## src/inc/irq_mask_map.vh

```
`ifndef IRQ_MASK_MAP_VH
`define IRQ_MASK_MAP_VH
`define IRQ_MASK_SET_VIEW_OFS 8'h10
`define IRQ_MASK_CLEAR_VIEW_OFS 8'h14
`define IRQ_EVENT_REG_OFS 8'h0c
`define IRQ_MASK_RESET 32'h00000000
`define IRQ_MASK_IMPL 32'hc000007f
`define BIT_MASTER_IRQ_GATE 31
`define BIT_OWNERSHIP_CHANGE 30
`define BIT_ROOT_HUB_CHANGE 6
`define BIT_FRAME_COUNT_WRAP 5
`define BIT_FATAL_SYSTEM_ERROR 4
`define BIT_RESUME_SEEN 3
`define BIT_FRAME_START 2
`define BIT_DONE_LIST_WRITTEN 1
`define BIT_SCHEDULE_OVERRUN 0
`endif

```

## src/rtl/irq_mask_store.v

```verilog
`timescale 1ns/1ps
`include "irq_mask_map.vh"
module irq_mask_store (
    input wire i_mclk,
    input wire i_rst_n,
    input wire i_soft_rst,
    input wire i_set_we,
    input wire i_clr_we,
    input wire [31:0] i_wdata,
    input wire [3:0] i_be,
    output wire [31:0] o_mask
);
    reg [31:0] mask_ff;
    reg [31:0] nxt_mask;
    wire [31:0] lane;
    wire [31:0] bits;
    genvar g;
    generate
        for (g = 0; g < 4; g = g + 1) begin : g_lane
            assign lane[g*8 +: 8] = {8{i_be[g]}};
        end
    endgenerate
    // Reserved positions never store, so they always read back zero.
    assign bits = i_wdata & lane & `IRQ_MASK_IMPL;
    always @* begin
        nxt_mask = mask_ff;
        if (i_set_we) begin
            nxt_mask = nxt_mask | bits;
        end
        if (i_clr_we) begin
            nxt_mask = nxt_mask & ~bits;
        end
    end
    always @(posedge i_mclk or negedge i_rst_n) begin
        if (!i_rst_n) begin
            mask_ff <= `IRQ_MASK_RESET;
        end else if (i_soft_rst) begin
            mask_ff <= `IRQ_MASK_RESET;
        end else begin
            mask_ff <= nxt_mask;
        end
    end
    assign o_mask = mask_ff;
endmodule

```

## src/rtl/irq_gate.v

```verilog
`timescale 1ns/1ps
`include "irq_mask_map.vh"
module irq_gate (
    input wire [31:0] i_mask,
    input wire [31:0] i_events,
    output wire o_req
);
    wire [31:0] impl;
    assign impl = `IRQ_MASK_IMPL;
    // Bits 30..0 of event and mask pair by position; bit 31 gates them all.
    assign o_req = i_mask[`BIT_MASTER_IRQ_GATE] & (|(i_events[30:0] & i_mask[30:0] & impl[30:0]));
endmodule

```

## src/rtl/usb_host_irq_mask_set_clear.v

```verilog
`timescale 1ns/1ps
`include "irq_mask_map.vh"
// Contract
// - Clear view write 1 clears mask bit.
// - Clear view write 0 leaves bit alone.
// - Clear view reads return current mask.
// - Clear view is 32-bit at 0x14.
// - Clear bits map to event positions.
// - Bit 31 master gate blocks all.
// - Reset leaves interrupts disabled.
// - Bit 30 masks ownership change.
// - Bit 6 masks root hub change.
// - Bit 5 masks frame count wrap.
// - Bit 4 masks fatal system error.
// - Bit 3 masks resume seen.
// - Bit 2 masks frame start.
// - Bit 1 masks done list written.
// - Bit 0 masks schedule overrun.
// - Interrupt needs event, mask and gate.
// - Set view write 1 sets bit.
// - Set view at 0x10, reads mask.
module usb_host_irq_mask_set_clear (
    input wire i_mclk,
    input wire i_rst_n,
    input wire i_soft_rst,
    input wire [7:0] i_addr,
    input wire i_wr,
    input wire i_rd,
    input wire [3:0] i_be,
    input wire [31:0] i_wdata,
    input wire [31:0] i_irq_events,
    output reg [31:0] o_rdata,
    output reg o_rvalid,
    output reg o_irq_req
);

    // Both views are decoded the same way, so one comparison serves them.
    function view_hit;
        input [7:0] addr;
        input [7:0] ofs;
        begin
            view_hit = (addr == ofs);
        end
    endfunction

    wire hit_set;
    wire hit_clr;
    wire hit_view;
    wire set_we;
    wire clr_we;
    wire [31:0] mask;
    wire [31:0] read_view;
    wire [31:0] events_seen;
    wire [31:0] write_bits;
    wire req;
    reg [31:0] nxt_rdata;
    reg nxt_rvalid;
    reg nxt_irq_req;

    assign hit_set = view_hit(i_addr, `IRQ_MASK_SET_VIEW_OFS);
    assign hit_clr = view_hit(i_addr, `IRQ_MASK_CLEAR_VIEW_OFS);
    assign hit_view = hit_set | hit_clr;
    assign set_we = i_wr & hit_set;
    assign clr_we = i_wr & hit_clr;

    // The master gate has no event of its own; bit 31 of the event word is ignored.
    wire en_master_irq_gate;
    wire wb_master_irq_gate;
    assign en_master_irq_gate = mask[`BIT_MASTER_IRQ_GATE];
    assign wb_master_irq_gate = i_wdata[`BIT_MASTER_IRQ_GATE];
    assign read_view[`BIT_MASTER_IRQ_GATE] = en_master_irq_gate;
    assign events_seen[`BIT_MASTER_IRQ_GATE] = 1'b0;
    assign write_bits[`BIT_MASTER_IRQ_GATE] = wb_master_irq_gate;

    wire en_ownership_change;
    wire ev_ownership_change;
    wire wb_ownership_change;
    assign en_ownership_change = mask[`BIT_OWNERSHIP_CHANGE];
    assign ev_ownership_change = i_irq_events[`BIT_OWNERSHIP_CHANGE];
    assign wb_ownership_change = i_wdata[`BIT_OWNERSHIP_CHANGE];
    assign read_view[`BIT_OWNERSHIP_CHANGE] = en_ownership_change;
    assign events_seen[`BIT_OWNERSHIP_CHANGE] = ev_ownership_change;
    assign write_bits[`BIT_OWNERSHIP_CHANGE] = wb_ownership_change;

    wire en_root_hub_change;
    wire ev_root_hub_change;
    wire wb_root_hub_change;
    assign en_root_hub_change = mask[`BIT_ROOT_HUB_CHANGE];
    assign ev_root_hub_change = i_irq_events[`BIT_ROOT_HUB_CHANGE];
    assign wb_root_hub_change = i_wdata[`BIT_ROOT_HUB_CHANGE];
    assign read_view[`BIT_ROOT_HUB_CHANGE] = en_root_hub_change;
    assign events_seen[`BIT_ROOT_HUB_CHANGE] = ev_root_hub_change;
    assign write_bits[`BIT_ROOT_HUB_CHANGE] = wb_root_hub_change;

    wire en_frame_count_wrap;
    wire ev_frame_count_wrap;
    wire wb_frame_count_wrap;
    assign en_frame_count_wrap = mask[`BIT_FRAME_COUNT_WRAP];
    assign ev_frame_count_wrap = i_irq_events[`BIT_FRAME_COUNT_WRAP];
    assign wb_frame_count_wrap = i_wdata[`BIT_FRAME_COUNT_WRAP];
    assign read_view[`BIT_FRAME_COUNT_WRAP] = en_frame_count_wrap;
    assign events_seen[`BIT_FRAME_COUNT_WRAP] = ev_frame_count_wrap;
    assign write_bits[`BIT_FRAME_COUNT_WRAP] = wb_frame_count_wrap;

    // A fatal error stays silent while its enable is clear; software must poll for it.
    wire en_fatal_system_error;
    wire ev_fatal_system_error;
    wire wb_fatal_system_error;
    assign en_fatal_system_error = mask[`BIT_FATAL_SYSTEM_ERROR];
    assign ev_fatal_system_error = i_irq_events[`BIT_FATAL_SYSTEM_ERROR];
    assign wb_fatal_system_error = i_wdata[`BIT_FATAL_SYSTEM_ERROR];
    assign read_view[`BIT_FATAL_SYSTEM_ERROR] = en_fatal_system_error;
    assign events_seen[`BIT_FATAL_SYSTEM_ERROR] = ev_fatal_system_error;
    assign write_bits[`BIT_FATAL_SYSTEM_ERROR] = wb_fatal_system_error;

    wire en_resume_seen;
    wire ev_resume_seen;
    wire wb_resume_seen;
    assign en_resume_seen = mask[`BIT_RESUME_SEEN];
    assign ev_resume_seen = i_irq_events[`BIT_RESUME_SEEN];
    assign wb_resume_seen = i_wdata[`BIT_RESUME_SEEN];
    assign read_view[`BIT_RESUME_SEEN] = en_resume_seen;
    assign events_seen[`BIT_RESUME_SEEN] = ev_resume_seen;
    assign write_bits[`BIT_RESUME_SEEN] = wb_resume_seen;

    // Frame starts come every frame, so this enable is usually left clear.
    wire en_frame_start;
    wire ev_frame_start;
    wire wb_frame_start;
    assign en_frame_start = mask[`BIT_FRAME_START];
    assign ev_frame_start = i_irq_events[`BIT_FRAME_START];
    assign wb_frame_start = i_wdata[`BIT_FRAME_START];
    assign read_view[`BIT_FRAME_START] = en_frame_start;
    assign events_seen[`BIT_FRAME_START] = ev_frame_start;
    assign write_bits[`BIT_FRAME_START] = wb_frame_start;

    wire en_done_list_written;
    wire ev_done_list_written;
    wire wb_done_list_written;
    assign en_done_list_written = mask[`BIT_DONE_LIST_WRITTEN];
    assign ev_done_list_written = i_irq_events[`BIT_DONE_LIST_WRITTEN];
    assign wb_done_list_written = i_wdata[`BIT_DONE_LIST_WRITTEN];
    assign read_view[`BIT_DONE_LIST_WRITTEN] = en_done_list_written;
    assign events_seen[`BIT_DONE_LIST_WRITTEN] = ev_done_list_written;
    assign write_bits[`BIT_DONE_LIST_WRITTEN] = wb_done_list_written;

    wire en_schedule_overrun;
    wire ev_schedule_overrun;
    wire wb_schedule_overrun;
    assign en_schedule_overrun = mask[`BIT_SCHEDULE_OVERRUN];
    assign ev_schedule_overrun = i_irq_events[`BIT_SCHEDULE_OVERRUN];
    assign wb_schedule_overrun = i_wdata[`BIT_SCHEDULE_OVERRUN];
    assign read_view[`BIT_SCHEDULE_OVERRUN] = en_schedule_overrun;
    assign events_seen[`BIT_SCHEDULE_OVERRUN] = ev_schedule_overrun;
    assign write_bits[`BIT_SCHEDULE_OVERRUN] = wb_schedule_overrun;

    // Reserved positions are dropped on the way in, so a careless write cannot arm them.
    genvar rv;
    generate
        for (rv = 7; rv < 30; rv = rv + 1) begin : g_resv
            assign read_view[rv] = 1'b0;
            assign events_seen[rv] = 1'b0;
            assign write_bits[rv] = 1'b0;
        end
    endgenerate

    // One store serves both views, so neither view can drift from the other.
    irq_mask_store u_store (
        .i_mclk(i_mclk),
        .i_rst_n(i_rst_n),
        .i_soft_rst(i_soft_rst),
        .i_set_we(set_we),
        .i_clr_we(clr_we),
        .i_wdata(write_bits),
        .i_be(i_be),
        .o_mask(mask)
    );

    irq_gate u_gate (
        .i_mask(read_view),
        .i_events(events_seen),
        .o_req(req)
    );

    always @* begin
        nxt_rvalid = i_rd;
        nxt_rdata = 32'h00000000;
        // Unmapped reads return zero rather than stale data.
        if (i_rd && hit_view) begin
            nxt_rdata = read_view;
        end
        // Soft reset clears the gate in the same cycle, so no request leaks out.
        nxt_irq_req = req & ~i_soft_rst;
    end

    always @(posedge i_mclk or negedge i_rst_n) begin
        if (!i_rst_n) begin
            o_rvalid <= 1'b0;
        end else begin
            o_rvalid <= nxt_rvalid;
        end
    end

    always @(posedge i_mclk or negedge i_rst_n) begin
        if (!i_rst_n) begin
            o_rdata <= 32'h00000000;
        end else begin
            o_rdata <= nxt_rdata;
        end
    end

    always @(posedge i_mclk or negedge i_rst_n) begin
        if (!i_rst_n) begin
            o_irq_req <= 1'b0;
        end else begin
            o_irq_req <= nxt_irq_req;
        end
    end
endmodule

```

## config.mk

```make
export PLATFORM = sky130hd
export DESIGN_NAME = usb_host_irq_mask_set_clear
export DESIGN_NICKNAME = d
export VERILOG_FILES = /design/src/rtl/irq_mask_store.v /design/src/rtl/irq_gate.v /design/src/rtl/usb_host_irq_mask_set_clear.v
export VERILOG_INCLUDE_DIRS = /design/src /design/src/inc
export SDC_FILE = /design/constraint.sdc
export NUM_CORES = 1
export LEC_CHECK = 0
export BUFFER_PORTS_ARGS = -buffer_cell sky130_fd_sc_hd__buf_2
export CAP_MARGIN = 10
export CORE_ASPECT_RATIO = 0.5
export CORE_MARGIN = 1.5
export CORE_UTILIZATION = 38
export CTS_CLUSTER_DIAMETER = 200
export DETAILED_ROUTE_END_ITERATION = 8
export HOLD_SLACK_MARGIN = 0.03
export PLACE_DENSITY = 0.82
export SLEW_MARGIN = 20
export SYNTH_ARGS = -nofsm -noshare
export SYNTH_HDL_FRONTEND = slang
export SYNTH_SLANG_ARGS = --single-unit
```

## constraint.sdc

```tcl
create_clock -name i_mclk -period 1.9 [get_ports i_mclk]
set_input_delay 0.095 -clock i_mclk [delete_from_list [all_inputs] [get_ports i_mclk]]
set_output_delay 0.095 -clock i_mclk [all_outputs]
set_load 0.01 [all_outputs]
```

==> results of run 1 <==
## stage by stage
step	worst slack (ns)	std cells	utilization (%)
final	0.825	185	50.3
after global routing	0.766	185	50.3
after detailed placement	0.577	179	46.9
after global placement	0.642	179	46.9
after floorplan	0.822	128	-
after CTS	0.823	185	50.3
## power by group
| group | internal [uW] | switching [uW] | total, uW |
|---|---|---|---|
| Sequential | 427 | 0.451 | 427 |
| Clock | 281 | 135 | 416 |
| Combinational | 39.4 | 59.3 | 98.7 |
## what timing repair did
action	4_1_cts	5_1_grt
buffers inserted	0	0
hold buffers	2	0
hold endpoints to repair	21	0
setup endpoints to repair	0	0
## area by class of cell
| cell class | instances | area share, % |
|---|---|---|
| clock buffers | 3 | 3.04 |
| clock inverters | 1 | 2.21 |
| inverters | 1 | 0.276 |
| multi-input cells | 78 | 36.7 |
| flip-flops and latches | 20 | 36.9 |
| well taps | 37 | 3.41 |
| repair buffers | 45 | 17.5 |
## Yosys cell counts (all sizes together)
cell,number
a221oi,1
dfrtp,20
and3b,9
nor2,1
and4b,1
and3,9
conb,1
a31oi,9
inv,1
a311oi,1
a211oi,9
buf,27
nor4b,2
clkbuf,2
a22oi,2
and2,10
a22o,1
## worst paths after layout
path / start / end / slack, ns / depth (start not counted)
min in group asynchronous: i_rst_n / o_rdata[4] / 0.29 / 2
setup / recovery: u_store.o_mask[2] / o_irq_req / 0.83 / 3
hold reg to reg: u_store.o_mask[31] / o_irq_req / 0.53 / 2
hold / removal: i_soft_rst / u_store.o_mask[6] / 0.14 / 2
setup reg to reg: u_store.o_mask[2] / o_irq_req / 0.83 / 3
max in group asynchronous: i_rst_n / u_store.o_mask[5] / 1.32 / 2
## logic make-up (layout without fill, tap and decap cells)
logic type / count (synthesis) / count (layout)
other cells: 1 / 23
compound gates: 23 / 23
simple gates: 32 / 32
flops: 20 / 20
buf+inv: 30 / 50
## critical path, delay by kind of cell, from the launching register on
family | cells | cell delay (ns)
AOI/OAI and AO/OA | 3 | 0.55
DFF | 1 | 0.40
## routing by layer
layer  vias to the layer above  global-route usage, %
li1                        423                      -
met1                       385                   13.2
met2                        32                   24.2
met3                         4                   1.32
met4                         0                   8.28
met5                         -                      0
## state kept, by name, summed over array words and instances (netlist names)
register,count
o_irq_req,1
u_store.o_mask,9
o_rdata,9
o_rvalid,1
==> impl_metrics.toml, run 1 <==
[global_route]
grt_usage_pct = 12.7
grt-ovfl-total = 0
grt_max_degree = 21
antenna_found_initial = 0
grt_pass1_vias = 719
grt_pass1_wl_um = 3170

[clock_tree]
ctsResizeCount = 0
root_buffer = "clkbuf_8"
htreeDepth = 1
clk_path_buf_depth = 2
insertion_delay_ns = 0.26
path_clk_slew_ns = 0.07
cts_made_buffers = 3
cts_tree = "done"
cts.sinks = 20

[timing]
tightest_slew_ns = 0.518
rsz0062_at_grt = "no"
fin_crit_sh_pct = 56.6
clock_skew_ns = 0.00541
drv_slew = 0
max_slew_margin_pct = 65.3
period_minus_slack_ns = 1.07
hold_ws_ns = 0.140
finalSetupViolCount = 0
hold_viol_final = 0
fmax_mhz = 930
tns_ns = 0

[synthesis]
syn_inst = 106
ys_warn_count = 0
synth_top_area_share_pct = 44.5
synth.distinct_cells = 22
synthTopCellsByArea = "dfrtp_1, buf_4, and3b_1"
synthAdderAreaFrac_pct = 0
synth_mux_area_share_pct = 0
synth_compound_area_share_pct = 14.7
ys_ff_latch = 20
seq_area_frac_synth_pct = 44.5
synthXorXnorAreaFrac_pct = 0
synth_top_family_by_area = "simple AND/OR/NAND/NOR gates"
syn_avg_cell_area_sq_um = 10.6
synthSimpleGateAreaFrac_pct = 21.9
yosysTopAreaCell = "dfrtp_1"
synthesis.area_sq_mm = 0.00112

[cells_and_area]
multiInputGateArea_sq_um = 498
area_growth_pct = 20.7
n_antenna_cell = 0
drive_gt1_share_pct = 33.8
fillers = 253
layout_common_cells = "buf_2, conb_1, dfrtp_1"
finalInstanceArea_sq_mm = 0.00136
final_common_cell = "buf_2"
ff_latch_area_sq_um = 500
fin_nets = 230

[min_path]
hp-class = "input port to register"

[routing]
final_antenna_net_count = 0
viasPerCell = 4.56
firstDrtPassIters = 3
wirelength_um = 2080
routed-wl-met3_um = 136
drcViolationCount = 0
wl_met2_um = 1060
first_iter_violations = 25
wl_per_cell_um = 11.3
highest_layer = "met4"
wl_met1_um = 842
via_count = 844

[power_and_ir_drop]
power_density_mw_per_mm2 = 694
ir_drop_v = 0.000401
total_power_uw = 942
p_leak_uw = 0.000754

[floorplan]
rows = 13
core_sq_mm = 0.00270
die_w_um = 79.9
ios = 115
die_height_um = 41.5
die-area_sq_mm = 0.00332
initial_core_util_pct = 41.7

[placed_design]
portBuffers = 42
placed_cell_area_sq_mm = 0.00127
place_congestion = 0.711

[critical_path]
arrival_ns = 1.21
cp-end-kind = "register"
max_stage_delay_ns = 0.40
worst-setup-path-type = "register to register"
cp_max_fo = 3
cp-start-kind = "register"
cp.required_ns = 2.03
crit_chain = "a22o_1, a221oi_1, a311oi_1"
critPathSlowestCell = "dfrtp_1"

[status]
outcome = "complete, no violations"

[flow_run]
drv_cap = 0
(Power assumes the default switching activity.)
==> run 2, diff against run 1 <==
--- a/config.mk
+++ b/config.mk
@@ -10,11 +10,11 @@
 export CAP_MARGIN = 10
 export CORE_ASPECT_RATIO = 0.5
 export CORE_MARGIN = 1.5
-export CORE_UTILIZATION = 38
+export CORE_UTILIZATION = 35
 export CTS_CLUSTER_DIAMETER = 200
 export DETAILED_ROUTE_END_ITERATION = 8
 export HOLD_SLACK_MARGIN = 0.03
-export PLACE_DENSITY = 0.82
+export PLACE_DENSITY = 0.77
 export SLEW_MARGIN = 20
 export SYNTH_ARGS = -nofsm -noshare
 export SYNTH_HDL_FRONTEND = slang
==> constraint.sdc (replaced) <==
create_clock -name i_mclk -period 1.1 [get_ports i_mclk]
set_input_delay 0.055 -clock i_mclk [delete_from_list [all_inputs] [get_ports i_mclk]]
set_output_delay 0.055 -clock i_mclk [all_outputs]
set_load 0.01 [all_outputs]
==> run 2 against run 1 <==
Effect of this change: critical endpoint unchanged; routed wire length grew 1.1%; first-iteration DRC count grew 8.0%; maximum frequency grew 5.1%; largest power group unchanged; clock power grew 6.0%; global-route usage shrank 0.77 points; critical path type unchanged; worst hold slack lost 0.021 ns; non-clock buffer count grew 5; die area grew 8.1%; final area grew 2.7%.
==> impl_metrics.toml, run 2 (synthesized netlist as in run 1, its figures left out) <==
[status]
outcome = "complete, no violations"

[global_route]
grt-ovfl-total = 0
grt_pass1_wl_um = 3310
grt_max_degree = 21
grt_usage_pct = 11.9
grt_pass1_vias = 724
antenna_found_initial = 0

[power_and_ir_drop]
swShare_pct = 22.3
ir_drop_v = 0.000475
pwr-share-comb_pct = 13.2
power_density_mw_per_mm2 = 974
total_power_uw = 1360
p_clk_share_pct = 32.5
p_int_uw = 1050
p_leak_uw = 0.000774
power_frac_seq_pct = 54.4
switching_power_uw = 303

[routing]
firstDrtPassIters = 4
drcViolationCount = 0
viasPerCell = 4.49
wirelength_um = 2110
final_antenna_net_count = 0
wl_per_cell_um = 11.0
first_iter_violations = 27
via_count = 863

[timing]
period_minus_slack_ns = 1.02
hold_viol_final = 0
finalSetupViolCount = 0
clock_skew_ns = 0.00223
rsz0062_at_grt = "no"
fin_crit_sh_pct = 92.9
drv_slew = 0
fmax_mhz = 978

[cells_and_area]
fillers = 272
layout_common_cells = "buf_2, conb_1, dfrtp_1"
instances_no_fill = 192
fin_nets = 235
n_antenna_cell = 0
ff_latch_area_sq_um = 500
multiInputGateArea_sq_um = 510
area_growth_pct = 23.9
final_common_cell = "buf_2"
drive_gt1_share_pct = 36.8

[clock_tree]
cts.sinks = 20
cts_made_buffers = 3
htreeDepth = 1
insertion_delay_ns = 0.25
path_clk_slew_ns = 0.06
clk_path_buf_depth = 2
root_buffer = "clkbuf_8"
cts_tree = "done"

[critical_path]
cp.required_ns = 1.22
arrival_ns = 1.14
cp-start-kind = "register"
max_stage_delay_ns = 0.38
cp_max_fo = 2
critPathSlowestCell = "dfrtp_1"
worst-setup-path-type = "register to register"
crit_chain = "a22o_1, a221oi_2, a311oi_1"
cp-end-kind = "register"
ff2ff_setup_slack_ns = 0.08
rr_startpoint = "u_store.o_mask[5]"
crit_start = "u_store.o_mask[5]"

[floorplan]
ios = 115
initial_core_util_pct = 37.1
die_w_um = 83.2
core_sq_mm = 0.00303
die_height_um = 43.1
die-area_sq_mm = 0.00358
rows = 14

[min_path]
hp-class = "input port to register"
min_from = "i_soft_rst"

[placed_design]
placed_cells = 187
hpwl_um = 1680
place_congestion = 0.716
portBuffers = 42

[flow_run]
drv_cap = 0
## run 2: cell count changes in the layout (fill, tap and decap cells not counted), sizes merged
cell / delta
bufinv: -1
buf: +5
## run 2: cell type report
| class | instances | area share (%) |
|---|---|---|
| Sequential cell | 20 | 35.9 |
| Clock buffer | 3 | 2.96 |
| Multi-Input combinational cell | 78 | 36.6 |
| Inverter | 1 | 0.269 |
| Tap cell | 40 | 3.59 |
| Timing Repair Buffer | 50 | 20.6 |
## run 2: power groups by stage
stage / combinational, uW / sequential (uW) / clock, uW
3_5_place_dp: 170 / 752 / 0
4_1_cts: 176 / 738 / 447
2_1_floorplan: 138 / 753 / 0
5_1_grt: 199 / 738 / 471
3_3_place_gp: 165 / 752 / 0
6_report: 179 / 738 / 441
## run 2: per-stage QoR
stage | util [%] | hold WS, ns | area [sq um] | setup TNS [ns] | setup slack [ns]
finish | 46.0 | 0.119 | 1390 | 0 | 0.0777
global route | 46.0 | 0.123 | 1390 | 0 | 0.0200
CTS | 45.6 | 0.107 | 1380 | 0 | 0.0131
detailed placement | 43.6 | 0.00486 | 1320 | -0.868 | -0.0977
global placement | 43.6 | 0.000613 | 1320 | -0.446 | -0.0440
floorplan | - | -0.241 | 1210 | 0 | 0.0617
## run 2: repair_timing
item                                   4_1_cts  5_1_grt
endpoints found under the hold margin       21        0
hold buffers                                 2        0
setup endpoints to repair                    0        4
setup buffers                                0        0
gates resized for setup                      0        2
## run 2: worst max-delay path: cells and delay by family, from the launching register on
family | cells | cell delay, ns
AO/OA/AOI/OAI | 3 | 0.51
flip-flops | 1 | 0.38
## run 2: final timing paths
kind / end / depth (start not counted)
setup / recovery: o_irq_req / 3
hold / removal: u_store.o_mask[30] / 2
min in group asynchronous: u_store.o_mask[3] / 2
hold reg to reg: o_irq_req / 2
max in group asynchronous: o_rdata[2] / 2
setup reg to reg: o_irq_req / 3
## run 2: layer usage
layer,GRT usage (%),part of all wire (%)
met2,23.4,52
met3,2.72,6.2
met4,4.00,0.66
met5,0,0
met1,12.9,41
==> run 3, diff against run 2 <==
--- a/config.mk
+++ b/config.mk
@@ -8,13 +8,13 @@
 export LEC_CHECK = 0
 export BUFFER_PORTS_ARGS = -buffer_cell sky130_fd_sc_hd__buf_2
 export CAP_MARGIN = 10
-export CORE_ASPECT_RATIO = 0.5
-export CORE_MARGIN = 1.5
+export CORE_MARGIN = 4
 export CORE_UTILIZATION = 35
 export CTS_CLUSTER_DIAMETER = 200
 export DETAILED_ROUTE_END_ITERATION = 8
 export HOLD_SLACK_MARGIN = 0.03
 export PLACE_DENSITY = 0.77
+export RECOVER_POWER = 25
 export SLEW_MARGIN = 20
 export SYNTH_ARGS = -nofsm -noshare
 export SYNTH_HDL_FRONTEND = slang
==> run 3 against run 2 <==
Effect of this change: combinational power barely moved; critical path depth is the same; clock power shrank 8.8%; maximum frequency is 0.78% lower; cell count is 2.1% higher; die area grew 17%; critical path type unchanged.
==> impl_metrics.toml, run 3 (synthesized netlist as in run 1, its figures left out) <==
[cells_and_area]
multiInputGateArea_sq_um = 504
final_common_cell = "buf_2"
n_antenna_cell = 0
area_growth_pct = 22.7
layout_common_cells = "buf_2, conb_1, dfrtp_1"
finalInstanceArea_sq_mm = 0.00138
post-route-util_pct = 45.2
fin_nets = 234
ff_latch_area_sq_um = 500
drive_gt1_share_pct = 36.2
fillers = 301

[power_and_ir_drop]
total_power_uw = 1320
power_density_mw_per_mm2 = 954
p_leak_uw = 0.000767
ir_drop_v = 0.000336

[routing]
via_count = 880
wirelength_um = 2250
viasPerCell = 4.49
wl_per_cell_um = 11.5
firstDrtPassIters = 4
final_antenna_net_count = 0
first_iter_violations = 26
drcViolationCount = 0

[critical_path]
cp.required_ns = 1.27
cp-end-kind = "register"
cp_max_fo = 2
cp-start-kind = "register"
ff2ff_setup_slack_ns = 0.07
worst-setup-path-type = "register to register"
arrival_ns = 1.20

[clock_tree]
cts.sinks = 20
clk_path_buf_depth = 2
path_clk_slew_ns = 0.10
cts_tree = "done"
root_buffer = "clkbuf_4"
cts_made_buffers = 3
insertion_delay_ns = 0.29
htreeDepth = 1

[global_route]
antenna_found_initial = 0
grt_usage_pct = 11.0
grt_pass1_wl_um = 3590
grt_pass1_vias = 847
grt_max_degree = 21
grt-ovfl-total = 0

[placed_design]
placed_cell_area_sq_mm = 0.00130
portBuffers = 42
dpl_worst_slack_ns = -0.0753
hpwl_um = 1970
place_congestion = 0.725

[timing]
fin_crit_sh_pct = 93.7
worst_slack_ns = 0.0698
fmax_mhz = 971
tns_ns = 0
period_minus_slack_ns = 1.03
drv_slew = 0
hold_viol_final = 0
clock_skew_ns = 0.000856
finalSetupViolCount = 0

[floorplan]
rows = 20
die_height_um = 64.7
ios = 115
die-area_sq_mm = 0.00418
initial_core_util_pct = 36.8
core_sq_mm = 0.00305
die_w_um = 64.7

[min_path]
hp-class = "input port to register"

[flow_run]
drv_cap = 0

[status]
outcome = "complete, no violations"
-- run 3: changes by cell type in the layout (fill, tap and decap cells not counted) --
cell      before  now
clkbuf_4       0    3
clkbuf_8       3    1
buf_2         42   41
buf_4          5    4
clkbuf_2       0    1
nor4b_1        0    1
nor4b_2        1    0
-- run 3: path summary, 6_finish.rpt --
path                            cells past startpoint              start                end
worst min-delay path                                2         i_soft_rst  u_store.o_mask[3]
max in group asynchronous                           2            i_rst_n         o_rdata[1]
worst min register to register                      1  u_store.o_mask[1]         o_rdata[1]
worst max-delay path                                3  u_store.o_mask[2]          o_irq_req
worst max register to register                      3  u_store.o_mask[2]          o_irq_req
min in group asynchronous                           2            i_rst_n         o_rdata[3]
-- run 3: critical path: stages (launching register included) --
cell and delay (ns):
dfrtp_1 0.39, a22o_1 0.23, a221oi_2 0.17, a311oi_1 0.12
-- run 3: final cells by class --
class,instances,area share [%]
Tap cell,44,3.99
Clock buffer,4,2.63
Multi-Input combinational cell,78,36.5
Timing Repair Buffer,49,20.3
Sequential cell,20,36.3
Inverter,1,0.272
-- run 3: timing repair --
item / CTS / global route
resized for setup: 0 / 1
hold buffers: 2 / 0
hold endpoints to repair: 21 / 0
buffers inserted: 2 / 0
gates cloned: 0 / 0
endpoints found under the setup margin: 1 / 1
-- run 3: per-stage QoR --
step           hold WS (ns)  cells
3_5_place_dp        0.00341    188
3_3_place_gp       -0.00131    188
5_1_grt              0.0353    196
6_report             0.0499    196
4_1_cts              0.0418    196
2_1_floorplan        -0.241    128
-- run 3: per-layer routing --
metal | global-route usage (%) | vias to the layer above | share of wire, % | routed length (um)
met1 | 11.3 | 394 | 36 | 809
met2 | 19.5 | 47 | 49 | 1110
met5 | 0 | - | 0 | 0
li1 | - | 434 | - | -
met3 | 3.47 | 5 | 13 | 290
met4 | 6.60 | 0 | 2.1 | 47
-- run 3: report_power, final --
group	total, uW	internal, uW	switching [uW]
clock network	402	202	200
logic	177	72.5	104
registers	737	737	0.498
